File: config.mk
export PLATFORM = sky130hd
export DESIGN_NAME = switch_global_control_bank
export DESIGN_NICKNAME = d
export VERILOG_FILES = /design/src/hdl/global_ctrl_pkg.sv /design/src/hdl/storm_period_timer.sv /design/src/hdl/storm_quota_counter.sv /design/src/hdl/switch_global_control_bank.sv
export SDC_FILE = /design/constraint.sdc
export NUM_CORES = 1
export LEC_CHECK = 0
export BUFFER_PORTS_ARGS = -buffer_cell sky130_fd_sc_hd__buf_2
export CAP_MARGIN = 20
export CORE_ASPECT_RATIO = 0.7
export CORE_MARGIN = 5
export CORE_UTILIZATION = 43
export DETAILED_ROUTE_END_ITERATION = 10
export PLACE_DENSITY = 0.69
export SYNTH_ARGS = -nofsm -noshare
export SYNTH_HDL_FRONTEND = slang
export SYNTH_SLANG_ARGS = --single-unit
File: constraint.sdc
create_clock -name mclk -period 3.17 [get_ports mclk]
set_input_delay 0.4755 -clock mclk [delete_from_list [all_inputs] [get_ports mclk]]
set_output_delay 0.4755 -clock mclk [all_outputs]
set_load 0.005 [all_outputs]
File: src/hdl/global_ctrl_pkg.sv
// Constants, types and helpers shared by the global control register slice
package global_ctrl_pkg;

    localparam int NUM_PORTS = 5;
    localparam int QUOTA_W = 11;
    localparam int VID_W = 12;
    localparam int ADDR_W = 8;
    localparam int DATA_W = 8;
    localparam int PORT_IDX_W = 3;

    // Register offsets
    localparam logic [7:0] ADDR_MIRROR_STORM_CTRL = 8'h05;
    localparam logic [7:0] ADDR_PORT5_LINK_AND_STORM_HIGH = 8'h06;
    localparam logic [7:0] ADDR_STORM_RATE_LOW = 8'h07;
    localparam logic [7:0] ADDR_STATS_COUNTER_CONTROL = 8'h08;

    // Mirror and storm control fields
    localparam int BIT_MIRROR_BOTH = 0;
    localparam int BIT_MCAST_EXCL = 6;
    localparam logic RST_MIRROR_BOTH = 1'h0;
    localparam logic RST_MCAST_EXCL = 1'h1;

    // Port-5 link and storm high fields
    localparam int BIT_BACK_PRESSURE = 7;
    localparam int BIT_HALF_DUPLEX = 6;
    localparam int BIT_FLOW_CTRL = 5;
    localparam int BIT_SLOW_SPEED = 4;
    localparam int BIT_NULL_VID_REPL = 3;
    localparam int STORM_HI_MSB = 2;
    localparam int STORM_HI_W = 3;
    localparam logic [7:0] RST_PORT5_LINK_AND_STORM_HIGH = 8'h00;
    localparam logic [7:0] RST_STORM_RATE_LOW = 8'h4a;

    // Counter control fields
    localparam int BIT_FLUSH = 7;
    localparam int BIT_FREEZE = 6;
    localparam int BIT_STATS_RSVD = 5;
    localparam int ENABLE_MSB = 4;
    localparam logic [7:0] RST_STATS_COUNTER_CONTROL = 8'h00;

    localparam logic [7:0] READ_UNMAPPED = 8'h00;

    // Storm period timing
    localparam int CLK_HZ = 40_000_000;
    localparam int STORM_PERIOD_FAST_MS = 50;
    localparam int STORM_PERIOD_SLOW_MS = 500;
    localparam int STORM_FAST_CYCLES = STORM_PERIOD_FAST_MS * (CLK_HZ / 1000);
    localparam int STORM_SLOW_CYCLES = STORM_PERIOD_SLOW_MS * (CLK_HZ / 1000);

    typedef enum logic [1:0] {
        FLUSH_IDLE = 2'h0,
        FLUSH_RUN = 2'h1,
        FLUSH_FINISH = 2'h3
    } flush_state_e;

    // One-hot select of a port numbered from 1; zero for an illegal number
    function automatic logic [NUM_PORTS-1:0] port_sel(
        input logic [PORT_IDX_W-1:0] num
    );
        logic [NUM_PORTS-1:0] sel;
        sel = '0;
        for (int i = 0; i < NUM_PORTS; i++) begin
            if (int'(num) == i + 1) begin
                sel[i] = 1'b1;
            end
        end
        return sel;
    endfunction

endpackage

File: src/hdl/storm_period_timer.sv
// Free-running period timer giving one tick per storm measurement period
`timescale 1ns/1ps
module storm_period_timer #(
    parameter int CYCLES = 2
) (
    input wire logic mclk,
    input wire logic sys_rst,
    output logic tick
);

    localparam int CNT_W = $clog2(CYCLES);
    localparam logic [CNT_W-1:0] LAST = CNT_W'(CYCLES - 1);

    generate
        if (CYCLES < 2) begin : g_bad_cycles
            $error("storm_period_timer needs CYCLES of at least 2");
        end
    endgenerate

    logic [CNT_W-1:0] count_r;
    logic [CNT_W-1:0] count_nxt;
    logic at_end;

    assign at_end = (count_r == LAST);
    assign count_nxt = at_end ? '0 : count_r + CNT_W'(1);
    assign tick = at_end;

    always_ff @(posedge mclk) begin
        if (sys_rst) begin
            count_r <= '0;
        end else begin
            count_r <= count_nxt;
        end
    end

endmodule

File: src/hdl/storm_quota_counter.sv
// Per-port count of broadcast-class blocks within the current period
`timescale 1ns/1ps
module storm_quota_counter #(
    parameter int QUOTA_W = 11
) (
    input wire logic mclk,
    input wire logic sys_rst,
    input wire logic period_tick,
    input wire logic count_blk,
    input wire logic [QUOTA_W-1:0] quota,
    output logic over_quota
);

    generate
        if (QUOTA_W < 1) begin : g_bad_width
            $error("storm_quota_counter needs a positive QUOTA_W");
        end
    endgenerate

    logic [QUOTA_W-1:0] count_r;
    logic [QUOTA_W-1:0] count_nxt;
    logic [QUOTA_W-1:0] base;

    assign over_quota = (count_r >= quota);
    // Period boundary restarts the count
    assign base = period_tick ? '0 : count_r;
    assign count_nxt = (count_blk && !over_quota) ? base + QUOTA_W'(1) : base;

    always_ff @(posedge mclk) begin
        if (sys_rst) begin
            count_r <= '0;
        end else begin
            count_r <= count_nxt;
        end
    end

endmodule

File: src/hdl/switch_global_control_bank.sv
// Global control register slice: mirroring, port-5 link, storm, counters
`timescale 1ns/1ps
module switch_global_control_bank #(
    parameter int STORM_FAST_CYCLES = global_ctrl_pkg::STORM_FAST_CYCLES,
    parameter int STORM_SLOW_CYCLES = global_ctrl_pkg::STORM_SLOW_CYCLES
) (
    input wire logic mclk,
    input wire logic sys_rst,
    // Host register port
    input wire logic [global_ctrl_pkg::ADDR_W-1:0] reg_addr,
    input wire logic [global_ctrl_pkg::DATA_W-1:0] reg_wdata,
    input wire logic reg_wr,
    input wire logic reg_rd,
    output logic [global_ctrl_pkg::DATA_W-1:0] reg_rdata,
    // Port mirroring
    input wire logic mirror_src_hit,
    input wire logic mirror_dst_hit,
    output logic mirror_take,
    // Port-5 media interface settings
    output logic uplink_back_pressure_en,
    output logic uplink_half_duplex,
    output logic uplink_flow_ctrl_en,
    output logic uplink_slow_speed,
    // Null VID replacement
    input wire logic vid_valid,
    input wire logic [global_ctrl_pkg::VID_W-1:0] vid_in,
    input wire logic [global_ctrl_pkg::VID_W-1:0] vid_port_default,
    output logic vid_out_valid,
    output logic [global_ctrl_pkg::VID_W-1:0] vid_out,
    // Storm limiter
    input wire logic [global_ctrl_pkg::NUM_PORTS-2:0] port_slow_speed,
    input wire logic storm_blk_valid,
    input wire logic [global_ctrl_pkg::PORT_IDX_W-1:0] storm_blk_port,
    input wire logic storm_da_all_ones,
    input wire logic storm_da_group,
    output logic storm_drop,
    // Statistics counter control
    output logic [global_ctrl_pkg::NUM_PORTS-1:0] stats_flush,
    input wire logic stats_flush_done,
    output logic [global_ctrl_pkg::NUM_PORTS-1:0] stats_freeze
);

    localparam int NP = global_ctrl_pkg::NUM_PORTS;
    localparam int QW = global_ctrl_pkg::QUOTA_W;
    localparam int DW = global_ctrl_pkg::DATA_W;
    localparam int VW = global_ctrl_pkg::VID_W;

    generate
        if (STORM_FAST_CYCLES < 2 || STORM_SLOW_CYCLES < 2) begin : g_bad_period
            $error("storm periods must be at least 2 cycles");
        end
    endgenerate

    ////////////////////////////////////////////////////////////////////////
    // Address decode

    logic hit_mirror;
    logic hit_port5;
    logic hit_storm_lo;
    logic hit_stats;

    assign hit_mirror = (reg_addr == global_ctrl_pkg::ADDR_MIRROR_STORM_CTRL);
    assign hit_port5 =
        (reg_addr == global_ctrl_pkg::ADDR_PORT5_LINK_AND_STORM_HIGH);
    assign hit_storm_lo = (reg_addr == global_ctrl_pkg::ADDR_STORM_RATE_LOW);
    assign hit_stats =
        (reg_addr == global_ctrl_pkg::ADDR_STATS_COUNTER_CONTROL);

    logic wr_mirror;
    logic wr_port5;
    logic wr_storm_lo;
    logic wr_stats;

    assign wr_mirror = reg_wr && hit_mirror;
    assign wr_port5 = reg_wr && hit_port5;
    assign wr_storm_lo = reg_wr && hit_storm_lo;
    assign wr_stats = reg_wr && hit_stats;

    ////////////////////////////////////////////////////////////////////////
    // Registers

    logic mirror_both_r;
    logic mcast_excl_r;
    logic [DW-1:0] port5_r;
    logic [DW-1:0] storm_lo_r;
    logic flush_r;
    logic freeze_r;
    logic [NP-1:0] enable_r;

    logic flush_nxt;
    logic flush_done_now;

    always_ff @(posedge mclk) begin
        if (sys_rst) begin
            mirror_both_r <= global_ctrl_pkg::RST_MIRROR_BOTH;
            mcast_excl_r <= global_ctrl_pkg::RST_MCAST_EXCL;
        end else if (wr_mirror) begin
            mirror_both_r <= reg_wdata[global_ctrl_pkg::BIT_MIRROR_BOTH];
            mcast_excl_r <= reg_wdata[global_ctrl_pkg::BIT_MCAST_EXCL];
        end
    end

    always_ff @(posedge mclk) begin
        if (sys_rst) begin
            port5_r <= global_ctrl_pkg::RST_PORT5_LINK_AND_STORM_HIGH;
            storm_lo_r <= global_ctrl_pkg::RST_STORM_RATE_LOW;
        end else begin
            if (wr_port5) begin
                port5_r <= reg_wdata;
            end
            if (wr_storm_lo) begin
                storm_lo_r <= reg_wdata;
            end
        end
    end

    // A write of one in the finishing cycle wins over the self-clear
    assign flush_nxt = (wr_stats && reg_wdata[global_ctrl_pkg::BIT_FLUSH])
        || (flush_r && !flush_done_now);

    always_ff @(posedge mclk) begin
        if (sys_rst) begin
            flush_r <=
                global_ctrl_pkg::RST_STATS_COUNTER_CONTROL[
                    global_ctrl_pkg::BIT_FLUSH];
            freeze_r <=
                global_ctrl_pkg::RST_STATS_COUNTER_CONTROL[
                    global_ctrl_pkg::BIT_FREEZE];
            enable_r <=
                global_ctrl_pkg::RST_STATS_COUNTER_CONTROL[
                    global_ctrl_pkg::ENABLE_MSB:0];
        end else begin
            flush_r <= flush_nxt;
            if (wr_stats) begin
                freeze_r <= reg_wdata[global_ctrl_pkg::BIT_FREEZE];
                enable_r <= reg_wdata[global_ctrl_pkg::ENABLE_MSB:0];
            end
        end
    end

    ////////////////////////////////////////////////////////////////////////
    // Read path

    logic [DW-1:0] mirror_rd;
    logic [DW-1:0] stats_rd;
    logic [DW-1:0] rd_mux;
    logic [DW-1:0] rdata_r;

    always_comb begin
        mirror_rd = '0;
        mirror_rd[global_ctrl_pkg::BIT_MIRROR_BOTH] = mirror_both_r;
        mirror_rd[global_ctrl_pkg::BIT_MCAST_EXCL] = mcast_excl_r;
    end

    always_comb begin
        stats_rd = '0;
        stats_rd[global_ctrl_pkg::BIT_FLUSH] = flush_r;
        stats_rd[global_ctrl_pkg::BIT_FREEZE] = freeze_r;
        stats_rd[global_ctrl_pkg::ENABLE_MSB:0] = enable_r;
        stats_rd[global_ctrl_pkg::BIT_STATS_RSVD] = 1'b0;
    end

    assign rd_mux = hit_mirror ? mirror_rd :
                    hit_port5 ? port5_r :
                    hit_storm_lo ? storm_lo_r :
                    hit_stats ? stats_rd :
                    global_ctrl_pkg::READ_UNMAPPED;

    always_ff @(posedge mclk) begin
        if (sys_rst) begin
            rdata_r <= '0;
        end else begin
            rdata_r <= reg_rd ? rd_mux : '0;
        end
    end

    assign reg_rdata = rdata_r;

    ////////////////////////////////////////////////////////////////////////
    // Mirroring and port-5 link settings

    assign mirror_take = mirror_both_r ?
        (mirror_src_hit && mirror_dst_hit) :
        (mirror_src_hit || mirror_dst_hit);

    assign uplink_back_pressure_en =
        port5_r[global_ctrl_pkg::BIT_BACK_PRESSURE];
    assign uplink_half_duplex = port5_r[global_ctrl_pkg::BIT_HALF_DUPLEX];
    assign uplink_flow_ctrl_en = port5_r[global_ctrl_pkg::BIT_FLOW_CTRL];
    assign uplink_slow_speed = port5_r[global_ctrl_pkg::BIT_SLOW_SPEED];

    ////////////////////////////////////////////////////////////////////////
    // Null VID replacement

    logic vid_is_null;
    logic [VW-1:0] vid_nxt;
    logic [VW-1:0] vid_out_r;
    logic vid_out_valid_r;

    assign vid_is_null = (vid_in == '0);
    assign vid_nxt =
        (vid_is_null && port5_r[global_ctrl_pkg::BIT_NULL_VID_REPL]) ?
        vid_port_default : vid_in;

    always_ff @(posedge mclk) begin
        if (sys_rst) begin
            vid_out_r <= '0;
            vid_out_valid_r <= 1'b0;
        end else begin
            vid_out_valid_r <= vid_valid;
            if (vid_valid) begin
                vid_out_r <= vid_nxt;
            end
        end
    end

    assign vid_out = vid_out_r;
    assign vid_out_valid = vid_out_valid_r;

    ////////////////////////////////////////////////////////////////////////
    // Broadcast storm limiter

    logic [QW-1:0] quota;
    logic tick_fast;
    logic tick_slow;
    logic [NP-1:0] port_slow;
    logic [NP-1:0] port_tick;
    logic [NP-1:0] blk_sel;
    logic [NP-1:0] over_quota;
    logic storm_class;
    logic storm_drop_r;

    assign quota = {port5_r[global_ctrl_pkg::STORM_HI_MSB:0], storm_lo_r};

    // Ports 1 to 4 report their speed; port 5 uses its own setting
    assign port_slow = {uplink_slow_speed, port_slow_speed};

    storm_period_timer #(
        .CYCLES(STORM_FAST_CYCLES)
    ) u_fast_timer (
        .mclk(mclk),
        .sys_rst(sys_rst),
        .tick(tick_fast)
    );

    storm_period_timer #(
        .CYCLES(STORM_SLOW_CYCLES)
    ) u_slow_timer (
        .mclk(mclk),
        .sys_rst(sys_rst),
        .tick(tick_slow)
    );

    // Each port restarts on the period that matches its speed
    assign port_tick = (port_slow & {NP{tick_slow}})
        | (~port_slow & {NP{tick_fast}});

    assign storm_class = storm_da_all_ones
        || (!mcast_excl_r && storm_da_group);

    assign blk_sel = (storm_blk_valid && storm_class) ?
        global_ctrl_pkg::port_sel(storm_blk_port) : '0;

    genvar gp;
    generate
        for (gp = 0; gp < NP; gp++) begin : g_port
            storm_quota_counter #(
                .QUOTA_W(QW)
            ) u_quota (
                .mclk(mclk),
                .sys_rst(sys_rst),
                .period_tick(port_tick[gp]),
                .count_blk(blk_sel[gp]),
                .quota(quota),
                .over_quota(over_quota[gp])
            );
        end
    endgenerate

    always_ff @(posedge mclk) begin
        if (sys_rst) begin
            storm_drop_r <= 1'b0;
        end else begin
            storm_drop_r <= |(blk_sel & over_quota);
        end
    end

    assign storm_drop = storm_drop_r;

    ////////////////////////////////////////////////////////////////////////
    // Statistics flush sequencer and freeze

    global_ctrl_pkg::flush_state_e flush_state_r;
    global_ctrl_pkg::flush_state_e flush_state_nxt;
    logic flush_run_end;

    assign flush_run_end = stats_flush_done || (enable_r == '0);
    assign flush_done_now = (flush_state_r == global_ctrl_pkg::FLUSH_FINISH);

    always_comb begin
        flush_state_nxt = flush_state_r;
        unique case (flush_state_r)
            global_ctrl_pkg::FLUSH_IDLE: begin
                if (flush_r) begin
                    flush_state_nxt = global_ctrl_pkg::FLUSH_RUN;
                end
            end
            global_ctrl_pkg::FLUSH_RUN: begin
                if (flush_run_end) begin
                    flush_state_nxt = global_ctrl_pkg::FLUSH_FINISH;
                end
            end
            global_ctrl_pkg::FLUSH_FINISH: begin
                flush_state_nxt = global_ctrl_pkg::FLUSH_IDLE;
            end
            default: begin
                flush_state_nxt = global_ctrl_pkg::FLUSH_IDLE;
            end
        endcase
    end

    always_ff @(posedge mclk) begin
        if (sys_rst) begin
            flush_state_r <= global_ctrl_pkg::FLUSH_IDLE;
        end else begin
            flush_state_r <= flush_state_nxt;
        end
    end

    assign stats_flush = (flush_state_r == global_ctrl_pkg::FLUSH_RUN) ?
        enable_r : '0;
    assign stats_freeze = {NP{freeze_r}} & enable_r;

endmodule

Word level (Yosys, flattened, before mapping)
Cells that the tools add are included.

Add/subtract/negate cells: 7. Muxes and demuxes: 26. Equal/unequal tests: 15. Reductions and logical operators: 35. Divide/modulo/power cells: 0. Multiply operators: 0. $lt $le $gt $ge: 5. Shifts and indexed selects: 0. Bitwise logic cells: 7.

Operators with widths (number): 11-bit two-way mux (10); 11-bit by 1-bit adder with 11-bit output (second input constant) (5); 11-bit greater-or-equal comparator (5); 25-bit by 1-bit adder with 25-bit output (second input constant) (1); 25-bit == test (second input constant) (1); 8-bit by 3-bit == test with 1-bit output (second input constant) (3); 8-bit two-way mux (3); 21-bit by 1-bit adder with 21-bit output (second input constant) (1); 21-bit == test (second input constant) (1); 5-bit AND (4); 1-bit logical AND (15); 3-bit == test (second input constant) (4); 12-bit logical NOT (1); 12-bit two-way mux (1); 5-bit two-way mux (2); 8-bit by 4-bit == test with 1-bit output (second input constant) (1); 1-bit logical NOT (7); 7-bit two-way mux (1); 1-bit two-way mux (6); 2-bit OR reduction (3); 5-bit logical NOT (1); 5-bit inverter (1); 5-bit bitwise OR (1); 5-bit OR reduction (1); 11 further kinds (16).

Word-level logic and storage cells: 115. RAM bits: 0. ROM bits: 0. Latch bits: 0. Bits in registers: 150. Memories: 0.

Logic depth before layout (Yosys ltp)
Gate-level depths: netlist of the first run.

Depth after elaboration: 7. Gate-level depth with buffers: 9. Mapped depth without buffers: 8.

Hierarchy
A second synthesis of the first run with hierarchy kept.

Cells, all modules: 1067. Area total of the unflattened synthesis: 9374.0 µm².

Modules (own cells, without submodules): storm_quota_counter (g_port[0].u_quota ...) (area each 983.4 µm², cells each 114, times used 4); switch_global_control_bank (area each 2250.9 µm², cells each 240, times used 1); storm_period_timer (u_slow_timer) (area each 1214.9 µm², cells each 142, times used 1); storm_period_timer (u_fast_timer) (area each 1016.0 µm², cells each 114, times used 1); storm_quota_counter (g_port[1].u_quota) (area each 958.4 µm², cells each 115, times used 1).

Worst setup path before layout of the first run
Ideal clock, no wire load.

Kind: register to register. Start point: reg port5_r[2]. End point: reg g_port[1].u_quota.count_r[10]. Setup time: 0.073 ns. Data required time: 3.097 ns. Buffers on the path: 0. Stages on the path, launching flop included: 9. Data arrival time: 2.293 ns. Slack: 0.803 ns. Path through: dfxtp_1 -> inv_1 -> ha_1 -> nand3_1 -> nor2_1 -> a2111oi_4 -> o2111ai_1 -> or3_1 -> a21oi_1.

Word-level cells in the longest chain between the ends: 4.

Ends and longest elaborated chain: start: declaration (line switch_global_control_bank.sv:84) `logic [DW-1:0] port5_r;`; start signal: assignment (line switch_global_control_bank.sv:105) `port5_r <= global_ctrl_pkg::RST_PORT5_LINK_AND_STORM_HIGH;`; start signal: assignment (line switch_global_control_bank.sv:109) `port5_r <= reg_wdata;`; 11-bit greater-or-equal comparator (line storm_quota_counter.sv:24) `assign over_quota = (count_r >= quota);`; 1-bit logical NOT (line storm_quota_counter.sv:27) `assign count_nxt = (count_blk && !over_quota) ? base + QUOTA_W'(1) : base;`; 1-bit logical AND (line storm_quota_counter.sv:27); 11-bit two-way mux (line storm_quota_counter.sv:27); end signal: assignment (line storm_quota_counter.sv:33) `count_r <= count_nxt;`; end: declaration (line storm_quota_counter.sv:20) `logic [QUOTA_W-1:0] count_r;`.

No other way between the ends. A chain may end at the register's enable or synchronous reset.

Worst setup path after layout of the first run
Start point: reg port5_r[1]. End point: reg g_port[1].u_quota.count_r[10].

Same word-level chain as after synthesis.

==> summary.md, run 1 <==
| Metric | Value |
|---|---|
| Average wire per standard cell | `16.2 um` |
| Area of the multi-input gates | `approximately 0.0047 mm^2` |
| CTS tree | `yes` |
| Final wirelength | `about 20,000 um` |
| Largest net degree at the start of global routing | `46` |
| Syn Std Cell Area | `about 0.008 mm^2` |
| Sw Pwr | `0.00107 W` |
| Overall Power | `roughly 0.0042 W` |
| Synthesized Nets | `1,032` |
| Synth area leaders | `dfxtp_1 (38%), ha_1 (9.1%), nor2_1 (6.2%), xor2_1 (5.3%), a21oi_1 (4.5%)` |
| Grt total ovfl | `0` |
| # DRC | `0` |
| Yosys reg bits | `150` |
| RSZ-0062 raised after global routing | `false` |
| Sw Share | `0.257` |
| Flop pwr share | `0.459` |
| DP Wirelength | `14,900 um` |
| P_leak | `~3.6 nW` |
| Top cells by count, synth | `dfxtp_1 (150), nor2_1 (131), a21oi_1 (71)` |
| Post-Syn Instances | `around 920` |
| CTS clk-pin slew, worst paths | `0.07 ns` |
| Setup Skew | `0.0137 ns` |
| Clock sink count | `150` |
| Vias in the first global route | `roughly 6,500` |
| Classification of the worst-slack hold path | `primary input to flip-flop` |
| Gp weighted congestion | `about 0.86` |
| Sequential Area | `between 0.003 and 0.004 mm^2` |
| Yosys top cell area share | `0.381` |
| Final nets | `1,130` |
| Worst-Margin Slew | `~0.77 ns` |
| Root Buffer | `clkbuf_16` |
| Worst Path Arrival | `around 3.1 ns` |
| Hold buffer count at cts | `0` |
| # fillers | `around 1,700` |
| Vias | `slightly below 7,000` |
| Vias per std cell | `around 5.5` |
| Total global routing track utilization | `0.204` |
| Worst-path maximum fanout | `10` |
| Comb power frac | `0.046` |
| Tcrit/Tclk final | `0.872` |
| First-pass GRT wire length | `about 34,000 um` |
| Async S/R FF share, synth | `0` |
| Final WS setup | `about 0.4 ns` |
| Core Region | `~0.018 mm^2` |
| Clk buf depth | `2` |
| WHS | `roughly 0.32 ns` |
| Clk pwr share | `0.496` |
| Top_reg_cell synth | `dfxtp_1` |
| Initial antenna violation count | `0` |
| Critical Path RT | `between 3 and 4 ns` |
| Htree depth | `4` |
| Internal power | `0.00311 W` |
| Row count | `41` |
| Pre-CTS worst setup slack | `around 0.42 ns` |
| Fmax | `~360 MHz` |
| Distinct cells, synth | `roughly 60` |
| Final ANT Viol Nets | `0` |
| Syn_area_per_cell | `8.59 um^2` |
| Setup crit end kind | `flip-flop` |
| # resized after CTS | `0` |
| Max rail drop VDD | `roughly 0.00026 V` |
| Die ar. | `about 0.021 mm^2` |
| Layout cells sized above 1 | `0.157` |
| CTS Buf Count | `17` |
| Most common cell in the netlist | `dfxtp_1` |
| Setup bufs post-CTS | `0` |
| IO Pins | `between 90 and 100` |
| Die width | `between 150 and 200 um` |
| Port-buffer cells | `94` |
| Max-cap violations | `0` |
| Setup TNS | `0 ns` |
| # setup viols final | `0` |
| DR iter-0 viols | `around 530` |
| Outcome | `finished, final reports clean` |
| Initial core utilization | `0.437` |
| Startpoint Class | `flip-flop` |
| Yosys top cell by area | `dfxtp_1` |
| Drt pass-1 iters | `5` |
| Final-report max-slew violation count | `0` |
| Die H | `between 100 and 150 um` |
| Setup CP Type | `flip-flop to flip-flop` |
| Clk_lat worst skew | `roughly 0.44 ns` |
| Final Critical Period | `between 2 and 3 ns` |
| Rel. slew slack | `0.487` |
| Yosys Warn Count | `0` |
| Number of diodes | `0` |
| Final Util | `0.513` |
| EDFF count, synth | `0` |
| Final Hold Vio Count | `0` |
| Area growth syn-to-layout | `17.3%` |
| Power Density | `452 mW/mm^2` |
| Register area share after synthesis | `0.381` |
## metrics by stage
stage                     instances  instance area, um^2
after floorplan                 917                 7880
after global placement         1232                 8630
after detailed placement       1232                 8630
after CTS                      1264                 9240
after global routing           1264                 9240
final                          1264                 9240
## cell usage in the layout (no fill, tap or decap), types with 8 or more instances in the layout
cell type,netlist,layout
dfxtp_1,150,150
and3_1,23,23
xor2_1,48,48
ha_1,57,57
nand4_1,23,23
clkbuf_16,0,17
buf_4,1,15
nor3_1,14,14
mux2i_1,16,16
o21ai_0,35,35
o211ai_1,9,9
or3_1,17,17
nand3_1,38,38
nor2b_1,10,10
buf_2,2,94
and2_1,17,17
nand2_1,64,64
xnor2_1,24,24
nor2_1,131,131
and4_1,10,10
or4_1,9,9
o31ai_1,8,8
inv_1,26,26
a21oi_1,71,71
a211oi_1,20,20
## power groups by stage
stage	Sequential, W	Combinational (W)	Clock [W]
6_report	0.00192	0.000190	0.00207
3_3_place_gp	0.00196	0.000188	0
5_1_grt	0.00192	0.000213	0.00219
3_5_place_dp	0.00196	0.000190	0
4_1_cts	0.00192	0.000191	0.00209
2_1_floorplan	0.00196	0.0000923	0
## critical path: stages (launching register included)
cell,delay [ns]
dfxtp_1,0.35
inv_1,0.15
ha_1,0.34
nand3_1,0.27
nor2_1,0.14
a2111oi_4,0.56
o2111ai_1,0.32
or3_1,0.41
a21oi_1,0.14
## kinds of logic after synthesis
logic type | synth area share
flops | 0.381
fa+ha+maj | 0.0905
simple gates | 0.254
compound gates | 0.143
xor+xnor | 0.0801
mux | 0.0221
buf+inv | 0.0284
## metal layers
layer / up-vias / part of all wire / track usage
li1: 3487 / - / -
met2: 216 / 0.41 / 0.295
met1: 3162 / 0.50 / 0.296
met5: - / 0 / 0
met3: 30 / 0.070 / 0.0499
met4: 0 / 0.021 / 0.0741
## state kept, by name (all words and copies together) (netlist names)
name and count:
storm_lo_r 8, mcast_excl_r 1, enable_r 5, vid_out_valid 1, flush_state_r 2, vid_out 12
storm_drop 1, port5_r 8, u_fast_timer.count_r 21, g_port.u_quota.count_r 55, u_slow_timer.count_r 25, freeze_r 1
reg_rdata 8, flush_r 1, mirror_both_r 1
## worst paths after layout
kind | depth (start not counted) | startpoint | to | slack [ns]
worst max-delay path | 8 | port5_r[1] | g_port[1].u_quota.count_r[10] | 0.41
worst min-delay path | 3 | reg_wdata[7] | storm_lo_r[7] | 0.32
worst max register to register | 8 | port5_r[1] | g_port[1].u_quota.count_r[10] | 0.41
worst min register to register | 1 | u_fast_timer.count_r[0] | u_fast_timer.count_r[0] | 0.46
## layout make-up
cell class	count	area share
timing repair buffer	109	0.0631
sequential	150	0.325
clock inverter	15	0.0195
inverter	26	0.0106
multi-input combinational	711	0.504
clock buffer	17	0.0460
tap	236	0.0320
(Power assumes the default switching activity.)
==> run 2: changes to the inputs <==
PLACE_DENSITY = 0.71   (was 0.69)
==> summary.md, run 2 (synthesis gave the netlist of run 1 again) <==
| Metric | Value |
|---|---|
| Max FFs per register | `between 50 and 60` |
| Hold Path Stages | `3` |
| Gp weighted congestion | `approximately 0.90` |
| R2r worst-path depth | `8` |
| Crit path buf inv count | `1` |
| Area of the multi-input gates | `0.00465 mm^2` |
| Worst Path Arrival | `between 3 and 4 ns` |
| Total global routing track utilization | `0.196` |
| Power Density | `450 mW/mm^2` |
| Largest net degree at the start of global routing | `between 40 and 50` |
| DR iter-0 viols | `around 560` |
| P_leak | `~3.6 nW` |
| Setup crit end kind | `flip-flop` |
| Worst-Margin Slew | `approximately 0.68 ns` |
| Vias in the first global route | `around 6,400` |
| Final ANT Viol Nets | `0` |
| Clk_lat worst skew | `approximately 0.43 ns` |
| Rel. slew slack | `0.550` |
| Worst-path maximum fanout | `10` |
| Hold buffer count at cts | `0` |
| Commonest non-fill, non-tap cells in the layout | `dfxtp_1 (150), nor2_1 (131), buf_2 (94)` |
| Outcome | `finished, final reports clean` |
| Setup CP Type | `flip-flop to flip-flop` |
| Worst r2r src | `port5_r[0]` |
| Startpoint Class | `flip-flop` |
| CTS Buf Count | `17` |
| Core Region | `roughly 0.018 mm^2` |
| Die ar. | `between 0.02 and 0.025 mm^2` |
| Clk buf depth | `2` |
| # setup viols final | `0` |
| RSZ-0062 raised after global routing | `false` |
| Setup bufs post-CTS | `0` |
| # fillers | `1,674` |
| Final nets | `between 1,000 and 1,500` |
| Cell breakdown of the critical path | `inv_1, ha_1, nand3_1, nor2_1, a2111oi_4, o2111ai_1, or3_1, a21oi_1` |
| Max-cap violations | `0` |
| Classification of the worst-slack hold path | `primary input to flip-flop` |
| Final Hold Vio Count | `0` |
| Htree depth | `4` |
| Clock sink count | `150` |
| Reg with most FFs | `g_port.u_quota.count_r` |
| Worst hold start | `reg_wdata[2]` |
| CTS clk-pin slew, worst paths | `0.06 ns` |
| Average wire per standard cell | `roughly 16 um` |
| WHS | `approximately 0.34 ns` |
| Area growth syn-to-layout | `17.0%` |
| Root Buffer | `clkbuf_16` |
| DP Wirelength | `between 10,000 and 15,000 um` |
| Tcrit/Tclk final | `0.875` |
| IO Pins | `95` |
| Final wirelength | `around 20,000 um` |
| Port-buffer cells | `94` |
| Layout cells sized above 1 | `0.154` |
| Final Critical Period | `2.77 ns` |
| Row count | `41` |
| Final-report max-slew violation count | `0` |
| # DRC | `0` |
| Hold endpoint | `enable_r[2]` |
| First-pass GRT wire length | `approximately 33,000 um` |
| Most common cell after layout, fill and taps aside | `dfxtp_1` |
| Sequential Area | `~0.0030 mm^2` |
| Setup Skew | `between 0.01 and 0.015 ns` |
| Critical path's slowest cell | `a2111oi_4` |
| Worst R2R Setup Slack | `slightly below 0.4 ns` |
| CTS tree | `yes` |
| Crit path max-delay family | `compound AO/OA/AOI/OAI gates` |
| # resized after CTS | `0` |
| Vias | `a little under 7,000` |
| Top Registers | `g_port.u_quota.count_r: 55 flops, u_slow_timer.count_r: 25 flops, u_fast_timer.count_r: 21 flops` |
| Fmax | `around 360 MHz` |
| Drt pass-1 iters | `5` |
| Grt total ovfl | `0` |
| R2R Path End | `g_port[1].u_quota.count_r[10]` |
| Setup TNS | `0 ns` |
| Number of diodes | `0` |
| Vias per std cell | `approximately 5.4` |
| CP peak stage delay | `roughly 0.56 ns` |
| Initial core utilization | `0.437` |
| Die width | `about 170 um` |
| Critical Path RT | `3.52 ns` |
| Overall Power | `0.00415 W` |
| Initial antenna violation count | `0` |
| Die H | `approximately 120 um` |
| CP Depth | `8` |
| Max rail drop VDD | `~0.00044 V` |
==> run 2: changes by cell type in the layout (fill, tap and decap cells not counted), moves of 2 or more <==
| cell | delta |
|---|---|
| clkbuf_8 | +3 |
| clkinv_8 | -3 |
| clkinv_2 | +2 |
| inv_6 | -3 |
| inv_8 | -3 |
| clkbuf_1 | +2 |
==> run 2: report_power, final <==
| part | switching [W] | total, W | internal, W |
|---|---|---|---|
| combinational | 0.000115 | 0.000189 | 0.0000735 |
| clock | 0.000818 | 0.00204 | 0.00123 |
| sequential | 0.0000148 | 0.00192 | 0.00191 |
| total | 0.000948 | 0.00415 | 0.00320 |
==> run 2: how the worst max path moves through the flow <==
stage / start / to
3_5_place_dp: port5_r[0] / g_port[1].u_quota.count_r[10]
5_1_grt: port5_r[2] / g_port[1].u_quota.count_r[10]
6_report: port5_r[0] / g_port[1].u_quota.count_r[10]
4_1_cts: port5_r[0] / g_port[1].u_quota.count_r[10]
2_1_floorplan: port5_r[2] / g_port[1].u_quota.count_r[10]
3_3_place_gp: reg_addr[5] / port5_r[3]
==> run 2: worst min-delay path, cell delays in order <==
cell,delay [ns]
buf_2,0.13
nand3_1,0.06
a21oi_1,0.05
==> run 2: layout make-up <==
class / count / area share
Tap cell: 236 / 0.0320
Timing Repair Buffer: 108 / 0.0624
Multi-Input combinational cell: 711 / 0.505
Clock inverter: 10 / 0.0129
Clock buffer: 22 / 0.0514
Sequential cell: 150 / 0.326
Inverter: 26 / 0.0106
==> run 2: through the flow <==
step / instance area, um^2 / instances / setup WS, ns / utilization
after floorplan: 7880 / 917 / 0.803 / -
after global placement: 8620 / 1230 / 0.566 / 0.479
after detailed placement: 8620 / 1230 / 0.468 / 0.479
after CTS: 9210 / 1262 / 0.442 / 0.512
after global routing: 9220 / 1263 / 0.190 / 0.512
final: 9220 / 1263 / 0.396 / 0.512
==> run 2: layer usage <==
| layer | global-route usage | routed length, um |
|---|---|---|
| met5 | 0 | 0 |
| met4 | 0.0496 | 265 |
| met3 | 0.0467 | 1200 |
| met2 | 0.283 | 8240 |
| met1 | 0.293 | 10400 |
==> run 3: changes to the inputs <==
ABC_AREA = 1   (was default)
==> summary.md, run 3 <==
| Metric | Value |
|---|---|
| Outcome | `finished, final reports clean` |
| Most common cell after layout, fill and taps aside | `nand2_1` |
| # fillers | `1,974` |
| Root Buffer | `clkbuf_16` |
| Area growth syn-to-layout | `15.1%` |
| Port-buffer cells | `94` |
| Tcrit/Tclk final | `0.727` |
| CTS Buf Count | `17` |
| # DRC | `0` |
| DR iter-0 viols | `765` |
| Power Density | `roughly 410 mW/mm^2` |
| Total global routing track utilization | `0.200` |
| Vias per std cell | `around 5` |
| Critical path's slowest cell | `ha_1` |
| Crit path max-delay family | `simple AND/OR/NAND/NOR gates` |
| Crit path buf inv count | `1` |
| Setup crit end kind | `flip-flop` |
| WHS | `~0.29 ns` |
| Row count | `between 40 and 50` |
| Placed Cells | `1,617` |
| Syn_area_per_cell | `roughly 7 um^2` |
| Max FFs per register | `55` |
| EDFF count, synth | `0` |
| Clk_lat worst skew | `0.43 ns` |
| RSZ-0062 raised after global routing | `false` |
| # resized after CTS | `0` |
| Final Util | `0.503` |
| Top Registers | `g_port.u_quota.count_r: 55 flops, u_slow_timer.count_r: 25 flops, u_fast_timer.count_r: 21 flops` |
| P_leak | `between 4 and 5 nW` |
| Core Region | `roughly 0.020 mm^2` |
| Crit path capture | `g_port[1].u_quota.count_r[4]` |
| Hold buffer count at cts | `0` |
| Final-report max-slew violation count | `0` |
| Classification of the worst-slack hold path | `primary input to flip-flop` |
| Cell breakdown of the critical path | `inv_1, ha_1, a21o_1, nor2_1, nand2_1, nor3_1, nand3_2, nor2_4, nand2_1, o21ai_0, nor2_1` |
| Fmax | `between 400 and 500 MHz` |
| Die width | `roughly 180 um` |
| Async S/R FF share, synth | `0` |
| Placed Area | `about 0.0094 mm^2` |
| Largest net degree at the start of global routing | `54` |
| CP peak stage delay | `around 0.32 ns` |
| Distinct cells, synth | `49` |
| Max rail drop VDD | `between 0.0003 and 0.0004 V` |
| Final ANT Viol Nets | `0` |
| Final Hold Vio Count | `0` |
| Sequential Area | `~0.003 mm^2` |
| Setup TNS | `0 ns` |
| Number of standard cells in the layout, taps in and fillers out | `between 1,500 and 2,000` |
| Worst-Margin Slew | `approximately 0.84 ns` |
| Most common cell in the netlist | `nand2_1` |
| Cell area after layout | `between 0.009 and 0.01 mm^2` |
| CP Depth | `11` |
| Initial core utilization | `0.437` |
| Final Critical Period | `between 2 and 2.5 ns` |
| Commonest non-fill, non-tap cells in the layout | `nand2_1 (253), nor2_1 (206), inv_1 (184)` |
| # setup viols final | `0` |
| Worst setup path startpoint | `port5_r[2]` |
| Worst Path Arrival | `around 2.6 ns` |
| Worst-path maximum fanout | `7` |
| Worst R2R Setup Slack | `between 0.8 and 0.9 ns` |
| Synthesized Nets | `1,385` |
| Yosys top cell area share | `0.346` |
| Startpoint Class | `flip-flop` |
| Layout cells sized above 1 | `0.144` |
| Rel. slew slack | `0.434` |
| R2r worst-path depth | `11` |
| Yosys Warn Count | `0` |
| Top_reg_cell synth | `dfxtp_1` |
| Average wire per standard cell | `14.1 um` |
| Setup CP Type | `flip-flop to flip-flop` |
| Setup Skew | `between 0.007 and 0.008 ns` |
| Htree depth | `4` |
| Reg with most FFs | `g_port.u_quota.count_r` |
| Area of the multi-input gates | `between 0.004 and 0.005 mm^2` |
| Post-Syn Instances | `1,270` |
| Synth area leaders | `dfxtp_1 (35%), nand2_1 (11%), nor2_1 (8.9%), ha_1 (8.2%), inv_1 (8.0%)` |
| First-pass GRT wire length | `roughly 38,000 um` |
| R2R Path End | `g_port[1].u_quota.count_r[4]` |
| Die H | `129 um` |
| Vias in the first global route | `7,589` |
| CTS tree | `yes` |
| Final nets | `~1,500` |
| CTS clk-pin slew, worst paths | `about 0.060 ns` |
| IO Pins | `between 90 and 100` |
| Syn Std Cell Area | `between 0.008 and 0.009 mm^2` |
| Grt total ovfl | `0` |
| Yosys reg bits | `150` |
| Yosys top cell by area | `dfxtp_1` |
| DP Wirelength | `around 18,000 um` |
| Die ar. | `about 0.023 mm^2` |
| Clock sink count | `150` |
| Initial antenna violation count | `0` |
| Max-cap violations | `0` |
| Clk buf depth | `2` |
| Register area share after synthesis | `0.346` |
| Final wirelength | `between 20,000 and 25,000 um` |
| Top cells by count, synth | `nand2_1 (253), nor2_1 (206), inv_1 (184)` |
| Number of diodes | `0` |
| Gp weighted congestion | `slightly above 0.9` |
| Critical Path RT | `around 3.5 ns` |
| Worst r2r src | `port5_r[2]` |
| Drt pass-1 iters | `6` |
| Setup bufs post-CTS | `0` |
| Vias | `8,268` |
==> run 3: per-layer routing <==
layer,vias to the layer above,share of wire,global-route usage,wire [um]
met4,0,0.021,0.0609,482
li1,4295,-,-,-
met2,266,0.42,0.302,9650
met1,3675,0.49,0.285,11400
met3,32,0.073,0.0506,1700
met5,-,0,0,0
==> run 3: layout make-up <==
| class | instances | area share |
|---|---|---|
| multi-input cells | 908 | 0.488 |
| well taps | 270 | 0.0338 |
| repair buffers | 96 | 0.0486 |
| flip-flops and latches | 150 | 0.301 |
| clock buffers | 21 | 0.0461 |
| clock inverters | 9 | 0.0104 |
| inverters | 193 | 0.0729 |
==> run 3: worst min-delay path by stage <==
stage                            startpoint                       to  slack [ns]  cells after the start
floorplan           u_fast_timer.count_r[0]  u_fast_timer.count_r[0]        0.42                      1
global placement    u_slow_timer.count_r[0]  u_slow_timer.count_r[0]        0.43                      1
detailed placement  u_fast_timer.count_r[0]  u_fast_timer.count_r[0]        0.44                      1
CTS                     vid_port_default[6]               vid_out[6]        0.27                      3
global route           vid_port_default[11]              vid_out[11]        0.29                      3
finish                  vid_port_default[6]               vid_out[6]        0.29                      3
==> run 3: cell families (layout without fill, tap and decap cells) <==
group	after synthesis	count (layout)	synth area share
flops	150	150	0.346
buf+inv	212	319	0.0928
fa+ha+maj	58	58	0.0833
simple gates	655	655	0.347
xor+xnor	18	18	0.0182
compound gates	177	177	0.113
==> run 3: tightest hold or removal path, delay by kind of cell <==
kind / cells / cell delay [ns]
AO/OA/AOI/OAI: 1 / 0.05
buffers and inverters: 1 / 0.09
AND/OR/NAND/NOR: 1 / 0.05
==> run 3: through the flow <==
step           total power (W)  worst slack (ns)
2_1_floorplan          0.00205              1.26
3_3_place_gp           0.00214             0.818
3_5_place_dp           0.00214             0.813
4_1_cts                0.00411             0.877
5_1_grt                0.00422             0.599
6_report               0.00407             0.865
==> run 3: power breakdown <==
| group | total (W) | internal (W) | switching, W |
|---|---|---|---|
| Clock | 0.00197 | 0.00119 | 0.000782 |
| Combinational | 0.000186 | 0.0000665 | 0.000119 |
| Sequential | 0.00192 | 0.00191 | 0.0000109 |
| Total | 0.00407 | 0.00316 | 0.000912 |
